--- src/shared/dpro_pkg.sv ---
// Constants, command codes and state types for the bank, refresh and termination tracker.
// Assumes one 50 MHz clock and commands sampled on its rising edge.
`default_nettype none
package dpro_pkg;
    localparam int DPRO_BANKS = 4;
    localparam int DPRO_ROW_W = 14;
    localparam int DPRO_BA_W = 2;
    localparam int DPRO_CLK_NS = 20;
    // Least times, in ns, rounded up to whole cycles; DPRO_TXSRD_CYC is set in cycles
    localparam int DPRO_TRP_NS = 15;
    localparam int DPRO_TRP_CYC = (DPRO_TRP_NS + DPRO_CLK_NS - 1) / DPRO_CLK_NS;
    localparam int DPRO_TRFC_NS = 105;
    localparam int DPRO_TRFC_CYC = (DPRO_TRFC_NS + DPRO_CLK_NS - 1) / DPRO_CLK_NS;
    localparam int DPRO_TXSRD_CYC = 200;
    localparam int DPRO_MOD_NS = 12;
    localparam int DPRO_MOD_CYC = (DPRO_MOD_NS + DPRO_CLK_NS - 1) / DPRO_CLK_NS;
    // Internal self refresh interval, about 7.8 us
    localparam int DPRO_SREF_NS = 7800;
    localparam int DPRO_SREF_CYC = DPRO_SREF_NS / DPRO_CLK_NS;
    localparam logic [7:0] DPRO_TMR_RST = 8'h00;
    localparam logic [DPRO_ROW_W-1:0] DPRO_ROW_RST = 14'h0000;
    // Command encodings {ras_n, cas_n, we_n}
    localparam logic [2:0] DPRO_CMD_MRS = 3'h0;
    localparam logic [2:0] DPRO_CMD_REF = 3'h1;
    localparam logic [2:0] DPRO_CMD_PRE = 3'h2;
    localparam logic [2:0] DPRO_CMD_ACT = 3'h3;
    localparam logic [2:0] DPRO_CMD_WR = 3'h4;
    localparam logic [2:0] DPRO_CMD_RD = 3'h5;
    localparam logic [2:0] DPRO_CMD_NOP = 3'h7;
    localparam int DPRO_AP_BIT = 10;
    localparam logic [DPRO_BA_W-1:0] DPRO_BA_EMR1 = 2'h1;
    typedef enum logic [1:0] {DPRO_B_IDLE, DPRO_B_ACTIVE, DPRO_B_PRECH} dpro_bank_t;
    typedef enum logic [1:0] {DPRO_M_NORM, DPRO_M_AREF, DPRO_M_SREF, DPRO_M_XSR} dpro_mode_t;
endpackage
`default_nettype wire
--- src/hdl/dpro_core.sv ---
// Device-side tracker of bank precharge, auto and self refresh, and termination.
// Assumes controller pins synchronous to clk_sys; reset from the power-up sequence.
// What this block does
// - Precharge closes one selected bank or all banks, returning them idle.
// - Reads or writes to other banks allowed during concurrent auto precharge.
// - Precharge to an idle or precharging bank is legal.
// - Precharge interval is timed from the latest precharge to that bank.
// - Refresh row comes from an internal counter; address inputs ignored.
// - Self refresh keeps data on internal timing, without the external clock.
// - DLL turns off on self refresh entry and on again on exit.
// - Extended mode write sets termination value; termination input switches it.
// - Termination works in active, standby and power-down, not self refresh.
// - Enabled termination applies to data, strobes and read strobes alike.
`default_nettype none
module dpro_core (
    // Clock and reset
    input wire logic clk_sys,
    input wire logic sys_rst,
    // Command pins
    input wire logic cke,
    input wire logic cs_n,
    input wire logic ras_n,
    input wire logic cas_n,
    input wire logic we_n,
    input wire logic [dpro_pkg::DPRO_BA_W-1:0] ba,
    input wire logic [dpro_pkg::DPRO_ROW_W-1:0] addr,
    input wire logic odt,
    // Status
    output logic [2*dpro_pkg::DPRO_BANKS-1:0] bank_state,
    output logic [dpro_pkg::DPRO_BANKS-1:0] bank_ready,
    output logic refresh_pulse,
    output logic [dpro_pkg::DPRO_ROW_W-1:0] refresh_row,
    output logic self_refresh,
    output logic dll_on,
    output logic read_ok,
    output logic [1:0] rtt_sel,
    output logic term_dq,
    output logic term_dqs,
    output logic term_rdqs,
    output logic cmd_error
);
    import dpro_pkg::*;

    typedef struct packed {
        dpro_bank_t [DPRO_BANKS-1:0] bst;
        logic [DPRO_BANKS-1:0][7:0] btmr;
        dpro_mode_t mode;
        logic [15:0] mtmr;
        logic [7:0] xtmr;
        logic [DPRO_ROW_W-1:0] row;
        logic ref_p;
        logic dll;
        logic [1:0] rtt;
        logic [7:0] modt;
        logic term;
        logic err;
        logic [DPRO_BANKS-1:0] rdy;
        logic sref;
        logic rok;
    } dpro_state_t;

    dpro_state_t s_reg;
    dpro_state_t s_next;
    logic [2:0] cmd;
    logic all_idle;
    logic pre0_hit;

    always_comb begin
        cmd = cs_n ? DPRO_CMD_NOP : {ras_n, cas_n, we_n};
        all_idle = 1'b1;
        for (int i = 0; i < DPRO_BANKS; i++) begin
            if (s_reg.bst[i] != DPRO_B_IDLE) begin
                all_idle = 1'b0;
            end
        end
    end

    always_comb begin
        s_next = s_reg;
        s_next.ref_p = 1'b0;
        s_next.err = 1'b0;
        // Per-bank timers count down; a precharging bank turns idle at zero
        for (int i = 0; i < DPRO_BANKS; i++) begin
            if (s_reg.btmr[i] != 8'h00) begin
                s_next.btmr[i] = s_reg.btmr[i] - 8'h01;
            end else if (s_reg.bst[i] == DPRO_B_PRECH) begin
                s_next.bst[i] = DPRO_B_IDLE;
            end
        end
        if (s_reg.modt != 8'h00) begin
            s_next.modt = s_reg.modt - 8'h01;
        end
        if (s_reg.xtmr != 8'h00) begin
            s_next.xtmr = s_reg.xtmr - 8'h01;
        end
        case (s_reg.mode)
            DPRO_M_NORM, DPRO_M_AREF: begin
                if (s_reg.mode == DPRO_M_AREF) begin
                    if (s_reg.mtmr == 16'h0000) begin
                        s_next.mode = DPRO_M_NORM;
                    end else begin
                        s_next.mtmr = s_reg.mtmr - 16'h0001;
                    end
                end
                if (cke && cmd == DPRO_CMD_PRE) begin
                    // Legal on idle or precharging banks; timer restarts
                    for (int i = 0; i < DPRO_BANKS; i++) begin
                        if (addr[DPRO_AP_BIT] || ba == DPRO_BA_W'(i)) begin
                            s_next.bst[i] = DPRO_B_PRECH;
                            s_next.btmr[i] = 8'(DPRO_TRP_CYC - 1);
                        end
                    end
                end else if (cke && cmd == DPRO_CMD_ACT) begin
                    // A precharge whose timer has run out already meets tRP
                    if (s_reg.bst[ba] == DPRO_B_ACTIVE || s_reg.btmr[ba] != 8'h00) begin
                        s_next.err = 1'b1;
                    end
                    s_next.bst[ba] = DPRO_B_ACTIVE;
                end else if (cke && (cmd == DPRO_CMD_RD || cmd == DPRO_CMD_WR)) begin
                    // Other banks stay untouched while one auto precharges
                    if (s_reg.bst[ba] != DPRO_B_ACTIVE) begin
                        s_next.err = 1'b1;
                    end
                    if (cmd == DPRO_CMD_RD && s_reg.xtmr != 8'h00) begin
                        s_next.err = 1'b1;
                    end
                    if (addr[DPRO_AP_BIT]) begin
                        s_next.bst[ba] = DPRO_B_PRECH;
                        s_next.btmr[ba] = 8'(DPRO_TRP_CYC + 3);
                    end
                end else if (cmd == DPRO_CMD_REF) begin
                    if (!all_idle || s_reg.mode == DPRO_M_AREF) begin
                        s_next.err = 1'b1;
                    end
                    // One row per command from the internal counter
                    s_next.row = s_reg.row + 14'h0001;
                    s_next.ref_p = 1'b1;
                    if (!cke) begin
                        // Refresh encoding with CKE low enters self refresh
                        s_next.mode = DPRO_M_SREF;
                        s_next.dll = 1'b0;
                        s_next.term = 1'b0;
                        s_next.mtmr = 16'(DPRO_SREF_CYC - 1);
                    end else begin
                        s_next.mode = DPRO_M_AREF;
                        s_next.mtmr = 16'(DPRO_TRFC_CYC - 1);
                    end
                end else if (cke && cmd == DPRO_CMD_MRS && ba == DPRO_BA_EMR1) begin
                    // Termination value from extended mode bits A6 and A2
                    s_next.rtt = {addr[6], addr[2]};
                    s_next.modt = 8'(DPRO_MOD_CYC);
                    if (!all_idle) begin
                        s_next.err = 1'b1;
                    end
                end
                if (s_reg.modt != 8'h00 && !cke) begin
                    s_next.err = 1'b1;
                end
                // Termination follows the input in active, standby and power-down
                s_next.term = odt && (s_next.rtt != 2'h0) && (s_next.mode != DPRO_M_SREF);
            end
            DPRO_M_SREF: begin
                // Internal timer refreshes rows without the external clock
                if (s_reg.mtmr == 16'h0000) begin
                    s_next.row = s_reg.row + 14'h0001;
                    s_next.ref_p = 1'b1;
                    s_next.mtmr = 16'(DPRO_SREF_CYC - 1);
                end else begin
                    s_next.mtmr = s_reg.mtmr - 16'h0001;
                end
                s_next.term = 1'b0;
                if (cke) begin
                    if (cmd != DPRO_CMD_NOP) begin
                        s_next.err = 1'b1;
                    end
                    s_next.mode = DPRO_M_XSR;
                    s_next.dll = 1'b1;
                    s_next.xtmr = 8'(DPRO_TXSRD_CYC - 1);
                    s_next.mtmr = 16'(DPRO_TRFC_CYC - 1);
                end
            end
            default: begin
                // Exit interval: only NOP or deselect allowed
                if (cmd != DPRO_CMD_NOP) begin
                    s_next.err = 1'b1;
                end
                if (s_reg.mtmr == 16'h0000) begin
                    s_next.mode = DPRO_M_NORM;
                end else begin
                    s_next.mtmr = s_reg.mtmr - 16'h0001;
                end
            end
        endcase
        // Status outputs are registered so that the pins carry no decode logic
        for (int i = 0; i < DPRO_BANKS; i++) begin
            s_next.rdy[i] = (s_next.bst[i] == DPRO_B_IDLE);
        end
        s_next.sref = (s_next.mode == DPRO_M_SREF);
        s_next.rok = (s_next.xtmr == 8'h00);
    end

    always_ff @(posedge clk_sys) begin
        if (sys_rst) begin
            for (int i = 0; i < DPRO_BANKS; i++) begin
                s_reg.bst[i] <= DPRO_B_IDLE;
            end
            s_reg.btmr <= {DPRO_BANKS{DPRO_TMR_RST}};
            s_reg.mode <= DPRO_M_NORM;
            s_reg.mtmr <= 16'h0000;
            s_reg.xtmr <= DPRO_TMR_RST;
            s_reg.row <= DPRO_ROW_RST;
            s_reg.ref_p <= 1'b0;
            s_reg.dll <= 1'b1;
            s_reg.rtt <= 2'h0;
            s_reg.modt <= DPRO_TMR_RST;
            s_reg.term <= 1'b0;
            s_reg.err <= 1'b0;
            s_reg.rdy <= {DPRO_BANKS{1'b1}};
            s_reg.sref <= 1'b0;
            s_reg.rok <= 1'b1;
        end else begin
            s_reg <= s_next;
        end
    end

    always_comb begin
        for (int i = 0; i < DPRO_BANKS; i++) begin
            bank_state[2*i +: 2] = s_reg.bst[i];
        end
    end
    assign bank_ready = s_reg.rdy;
    assign refresh_pulse = s_reg.ref_p;
    assign refresh_row = s_reg.row;
    assign self_refresh = s_reg.sref;
    assign dll_on = s_reg.dll;
    assign read_ok = s_reg.rok;
    assign rtt_sel = s_reg.rtt;
    // One enable drives every terminated line group
    assign term_dq = s_reg.term;
    assign term_dqs = s_reg.term;
    assign term_rdqs = s_reg.term;
    assign cmd_error = s_reg.err;

    // Precharge reaching bank 0, kept as a signal so that properties may negate it
    assign pre0_hit = cke && !cs_n && {ras_n, cas_n, we_n} == DPRO_CMD_PRE
        && (addr[DPRO_AP_BIT] || ba == 2'h0) && s_reg.mode != DPRO_M_SREF
        && s_reg.mode != DPRO_M_XSR;
endmodule
`default_nettype wire

--- config.mk ---
export PLATFORM = sky130hd
export DESIGN_NAME = dpro_core
export DESIGN_NICKNAME = d
export VERILOG_FILES = /design/src/shared/dpro_pkg.sv /design/src/hdl/dpro_core.sv
export SDC_FILE = /design/constraint.sdc
export NUM_CORES = 1
export LEC_CHECK = 0
export ABC_AREA = 1
export BUFFER_PORTS_ARGS = -buffer_cell sky130_fd_sc_hd__buf_2
export CAP_MARGIN = 0
export CORE_MARGIN = 2
export CORE_UTILIZATION = 64
export DETAILED_ROUTE_END_ITERATION = 6
export GPL_ROUTABILITY_DRIVEN = 0
export PLACE_DENSITY = 0.95
export SYNTH_ARGS = -nofsm -noshare
export SYNTH_HDL_FRONTEND = slang
export SYNTH_SLANG_ARGS = --single-unit
--- constraint.sdc ---
create_clock -name clk_sys -period 2.9 [get_ports clk_sys]
set_input_delay 0.87 -clock clk_sys [delete_from_list [all_inputs] [get_ports clk_sys]]
set_output_delay 0.87 -clock clk_sys [all_outputs]
set_load 0.01 [all_outputs]
==> impl_metrics.toml, run 1 <==
[setup_path]
critPathKind = "reg2reg"
cp_num_buf_inv = 3
r2r-start = "s_reg[42]$_SDFF_PP0_"
critical-path-top-delay-family = "simple AND/OR/NAND/NOR gates"
endpoint_kind = "flop"
critPathRequiredTime_ps = 3170
reg2reg_to = "s_reg[42]$_SDFF_PP0_"
cp_slowest_stage_delay_ps = 340
slowest_stage = "dfxtp_1"
start_kind = "flop"
arrival_ps = 2560
crit_fanout = 5
path_cells = "inv_1 -> ha_1 -> nand3_1 -> nor2_1 -> nand3_2 -> nor2_1 -> inv_1 -> ha_1 -> nand2_1 -> o21ai_0 -> nand2_1 -> nand3_1 -> nand2_1 -> inv_1"
r2r_cells = 14
rrSetupSlack_ps = 610

[yosys]
mappedNetlistArea_um2 = 5890
ys_ff_latch = 100
synth_simple_gate_area_frac = 0.307
synth_xor_area_frac = 0.0550
synth_commonest_cells = "203 x nand2_1, 131 x inv_1, 128 x nor2_1"
synth_compound_area_frac = 0.129
synth-main-ff-cell = "dfxtp_1"
synth_top_area_frac = 0.340
yosysMostFrequentCell = "nand2_1"
synth_mux_area_frac = 0
syn_area_per_cell_um2 = 6.51
ys_types = 39
async_reset_ff_frac = 0
synth_edf_count = 0
postSynthCellCount = 905
syn_nets = 944
yosys.area_share.adder = 0.0319
ys.warnings.count = 0
synthTopCellsByArea = "dfxtp_1 34%, nand2_1 13%, inv_1 8.3%, nor2_1 8.2%, nand3_1 5.5%"
ys_seq_area_frac = 0.340
synth_top_area_cell = "dfxtp_1"
synth_top_family_by_area = "simple AND/OR/NAND/NOR gates"

[routing]
drt_wl_total_um = 13200
drt-wirelength-per-cell_um = 12.7
first_iter_violations = 297
ant_nets = 0
drc_errors = 0
vias_per_cell = 5.46
drt_pass1_iterations = 7
route.vias.total = 5704

[floorplanning]
start_util = 0.650
io_pins = 60
core_um2 = 9060
std_cell_rows = 35
dieArea_um2 = 9990
fp.dieW_um = 100
die_h_um = 100

[timing]
relSlewSlack = 0.651
hold_viol = 0
rsz0062_at_grt = "false"
finalSetupViolCount = 0
min_period_ps = 2290
period_share = 0.791
tns_ps = 0
fmax_mhz = 436
setup_slack_ps = 605
finalClockSkew_ps = 9.54
worst_pin_slew_ps = 523
maxSlewViolCount = 0

[place]
place_ws_ps = 468
hpwl_um = 9720
portBuffers = 48

[power_and_ir_drop]
ir_drop_mv = 0.480
p_per_area_nw_per_um2 = 789
p_leak_nw = 3.21

[worst_hold_path]
hold_start = "s_reg[75]$_SDFF_PP0_"
hold_end = "s_reg[75]$_SDFF_PP0_"
hold_path.class = "reg2reg"
hold_depth = 2

[final_layout]
num-nets-final = 967
antennaDiodeCount = 0
drive_gt1_frac = 0.0975
final_util = 0.693
largest_register_ff_count = 66
area_delta_synth_final_pct = 6.65

[grt]
antenna_found_initial = 0
met2_usage = 0.486
grt_use_total = 0.270
grt_pass1_vias = 5236
gr-max-usage-layer = "met2"
grt_pass1_wl_um = 22100
gr-usage-met1 = 0.320
grt_max_degree = 24
gr-usage-met3 = 0.0557
gr-total-overflow = 0

[clocking]
root_buffer = "clkbuf_8"
clk_latency_ps = 370
cts.sinks = 100
cts.hold.buffers_added = 0
cts.path.max_buffers = 2
cts_resized = 0
cts_buffers = 9
cts_setup_buffers = 0
cts_tree = "done"
htree_num_levels = 3
clkTransAtPathRegs_ps = 100

[status]
outcome = "completed"

[flow_run]
cap_violations = 0
-- layer usage --
metal / part of all wire / wire length (µm) / vias to the layer above
li1: - / - / 2890
met2: 0.49 / 6530 / 225
met4: 0.015 / 192 / 0
met3: 0.077 / 1030 / 18
met1: 0.41 / 5480 / 2571
met5: 0 / 0 / -
-- cells in the final DEF, fill, tap and decap left out, types with 2 or more instances in the layout --
cell and n:
o211ai_1 6, xnor2_1 14, dfxtp_1 100, nand3_1 65, clkbuf_8 10, xor2_1 23
ha_1 15, inv_2 5, nand2_1 203, nor3_1 18, nor2_2 4, nor2_1 128
a21o_1 2, a21oi_1 56, buf_4 10, o22ai_1 4, nand3_2 2, o21ai_0 41
o21ai_1 4, a211oi_1 5, o311ai_0 2, o31ai_1 5, bufinv_16 2, inv_1 131
nand4_1 6, a31oi_1 5, o221ai_1 2, or2_2 2, clkinv_4 2, nor2_4 2
buf_2 48
-- through the flow --
step / area, µm² / std cells / hold WS (ps) / power (W)
2_1_floorplan: 5890 / 905 / 448 / 0.00353
3_3_place_gp: 6050 / 1028 / 455 / 0.00386
3_5_place_dp: 6050 / 1028 / 464 / 0.00394
4_1_cts: 6280 / 1044 / 487 / 0.00497
5_1_grt: 6280 / 1044 / 508 / 0.00537
6_report: 6280 / 1044 / 488 / 0.00496
-- power breakdown --
| group | switching [W] | internal (W) | total (W) |
|---|---|---|---|
| Combinational | 0.00129 | 0.000805 | 0.00210 |
| Sequential | 0.000203 | 0.00165 | 0.00186 |
| Clock | 0.000489 | 0.000518 | 0.00101 |
| Total | 0.00198 | 0.00298 | 0.00496 |
-- area by class of cell --
type                       count  area [µm²]
clock buffer                  10         138
clock inverter                 6        96.3
fill                         760        2780
inverter                     137         517
multi-input combinational    622        3080
sequential                   100        2000
tap                          111         139
timing repair buffer          58         315
-- worst min-delay path: cells and delay by family (launching register included) --
kind	cells	cell delay, ps
compound gates	2	130
flops	1	320
-- how the worst max path moves through the flow --
stage,startpoint,endpoint,slack [ps],depth (start not counted)
floorplan,ba[0],term_dq$_SDFFE_PP0N_,910,9
global placement,cas_n,refresh_row[4]$_SDFFE_PP0P_,470,13
detailed placement,cas_n,refresh_row[4]$_SDFFE_PP0P_,470,13
CTS,s_reg[42]$_SDFF_PP0_,s_reg[42]$_SDFF_PP0_,620,14
global route,s_reg[42]$_SDFF_PP0_,s_reg[42]$_SDFF_PP0_,440,14
finish,s_reg[42]$_SDFF_PP0_,s_reg[42]$_SDFF_PP0_,610,14
-- cells by family after synthesis --
logic type | after synthesis
AND/OR/NAND/NOR | 435
buffers and inverters | 183
AO/OA/AOI/OAI | 135
flip-flops | 100
XOR/XNOR | 37
adder cells (fa/ha/maj) | 15
Note: power is estimated with default switching activity, not from simulation.
==> inputs of run 2 (changes only) <==
--- a/config.mk
+++ b/config.mk
@@ -9,10 +9,10 @@
 export BUFFER_PORTS_ARGS = -buffer_cell sky130_fd_sc_hd__buf_2
 export CAP_MARGIN = 0
 export CORE_MARGIN = 2
-export CORE_UTILIZATION = 64
+export CORE_UTILIZATION = 60
 export DETAILED_ROUTE_END_ITERATION = 6
 export GPL_ROUTABILITY_DRIVEN = 0
-export PLACE_DENSITY = 0.95
+export PLACE_DENSITY = 0.9
 export SYNTH_ARGS = -nofsm -noshare
 export SYNTH_HDL_FRONTEND = slang
 export SYNTH_SLANG_ARGS = --single-unit
==> constraint.sdc (replaced) <==
create_clock -name clk_sys -period 2.2 [get_ports clk_sys]
set_input_delay 0.66 -clock clk_sys [delete_from_list [all_inputs] [get_ports clk_sys]]
set_output_delay 0.66 -clock clk_sys [all_outputs]
set_load 0.01 [all_outputs]
==> run 2 against run 1 <==
  * Largest cell class unchanged
  * Routed wire length is 0.95% higher
  * Clock skew is 10 ps higher
  * Design area grew 2.8%
  * Register-to-register slack worse by 450 ps
  * Cell count is 3.9% higher
  * First-iteration DRC count rose by 29%
  * Combinational power increased by 32%
  * Total power is 32% higher
  * Clock power grew 31%
  * Critical endpoint unchanged
==> impl_metrics.toml, run 2 (synthesis results as in run 1) <==
[status]
outcome = "completed"

[timing]
finalSetupViolCount = 0
min_period_ps = 2040
relSlewSlack = 0.695
period_share = 0.928
tns_ps = 0
hold_viol = 0
maxSlewViolCount = 0
worst_pin_slew_ps = 458
fmax_mhz = 490
finalClockSkew_ps = 19.5

[worst_hold_path]
hold_path.class = "reg2reg"
hold_end = "s_reg[87]$_SDFF_PP0_"
hold_depth = 2
hold_start = "s_reg[87]$_SDFF_PP0_"

[setup_path]
slowest_stage = "dfxtp_1"
crit_fanout = 4
start_kind = "flop"
critPathKind = "reg2reg"
endpoint_kind = "flop"
crit_path_start = "s_reg[43]$_SDFF_PP0_"
path_cells = "inv_1 -> ha_2 -> nand3_2 -> nor2_2 -> nand3_2 -> nor2_2 -> inv_1 -> ha_1 -> nand2_1 -> o21ai_0 -> nand2_1 -> nand3_1 -> nand2_1 -> inv_1"
reg2reg_to = "s_reg[42]$_SDFF_PP0_"
cp_slowest_stage_delay_ps = 310
arrival_ps = 2310
rrSetupSlack_ps = 160
r2r_cells = 14
r2r-start = "s_reg[43]$_SDFF_PP0_"
critPathRequiredTime_ps = 2470

[routing]
drt_pass1_iterations = 5
vias_per_cell = 5.26
route.vias.total = 5708
ant_nets = 0
drc_errors = 0
first_iter_violations = 383
drt-wirelength-per-cell_um = 12.3
drt_wl_total_um = 13400

[grt]
antenna_found_initial = 0
grt_pass1_vias = 5217
gr-total-overflow = 0
grt_pass1_wl_um = 22500
grt_max_degree = 24
grt_use_total = 0.263

[floorplanning]
io_pins = 60
die_h_um = 103
fp.dieW_um = 103
dieArea_um2 = 10600
core_um2 = 9640
std_cell_rows = 36
start_util = 0.611

[clocking]
root_buffer = "clkbuf_8"
cts.path.max_buffers = 2
htree_num_levels = 3
clk_latency_ps = 370
clkTransAtPathRegs_ps = 110
cts_buffers = 9
cts.sinks = 100
cts_setup_buffers = 0
cts.hold.buffers_added = 0
cts_resized = 0
cts_tree = "done"

[flow_run]
cap_violations = 0

[place]
dpl_cell_area_um2 = 6220
portBuffers = 48
hpwl_um = 9830

[final_layout]
multi_input_area_um2 = 3090
num-nets-final = 986
final_common_cell = "nand2_1"
final_cell_mix = "203 x nand2_1, 131 x inv_1, 126 x nor2_1, 100 x dfxtp_1, 64 x nand3_1"
regArea_um2 = 2000
largest_register_ff_count = 66
area_delta_synth_final_pct = 9.62
antennaDiodeCount = 0
fin_area_um2 = 6460
drive_gt1_frac = 0.120
fillerInstances = 905

[power_and_ir_drop]
ir_drop_mv = 0.592
p_leak_nw = 3.31
p_per_area_nw_per_um2 = 1010
[run 2: layer usage]
metal,vias up,wire (µm),track usage,share of wire
li1,2935,-,-,-
met1,2540,5860,0.320,0.44
met2,201,6420,0.468,0.48
met3,32,819,0.0468,0.061
met4,0,265,0.0881,0.020
met5,-,0,0,0
[run 2: cell type report]
type,instances,share of cell area
inverter,137,0.0800
sequential,100,0.310
clock buffer,9,0.0192
tap,133,0.0258
clock inverter,7,0.0159
multi-input combinational,622,0.478
timing repair buffer,77,0.0709
[run 2: where the power goes]
| part | total, W | internal (W) | switching [W] |
|---|---|---|---|
| Combinational | 0.00278 | 0.00108 | 0.00170 |
| Sequential | 0.00244 | 0.00218 | 0.000266 |
| Clock | 0.00132 | 0.000659 | 0.000665 |
| Total | 0.00655 | 0.00392 | 0.00264 |
[run 2: worst max-delay path by stage]
stage / cells after the start / endpoint / slack (ps)
global route: 14 / s_reg[42]$_SDFF_PP0_ / -50
global placement: 13 / s_reg[79]$_SDFF_PP0_ / 110
finish: 14 / s_reg[42]$_SDFF_PP0_ / 160
floorplan: 14 / s_reg[42]$_SDFF_PP0_ / 290
detailed placement: 13 / s_reg[79]$_SDFF_PP0_ / 70
CTS: 14 / s_reg[42]$_SDFF_PP0_ / 90
[run 2: critical path: cells and delay by family, from the launching register on]
family | cells | cell delay [ps]
AOI/OAI and AO/OA | 1 | 80
adders and majority gates | 2 | 500
buffers and inverters | 3 | 230
DFF | 1 | 310
and+or+nand+nor | 8 | 840
[run 2: through the flow]
stage,worst slack [ps],util,instances,total power (W),hold slack [ps]
2_1_floorplan,293,-,905,0.00465,448
3_3_place_gp,110,0.645,1069,0.00511,455
3_5_place_dp,69.3,0.645,1069,0.00521,466
4_1_cts,93.9,0.669,1085,0.00657,482
5_1_grt,-52.8,0.670,1085,0.00711,502
6_report,159,0.670,1085,0.00655,479
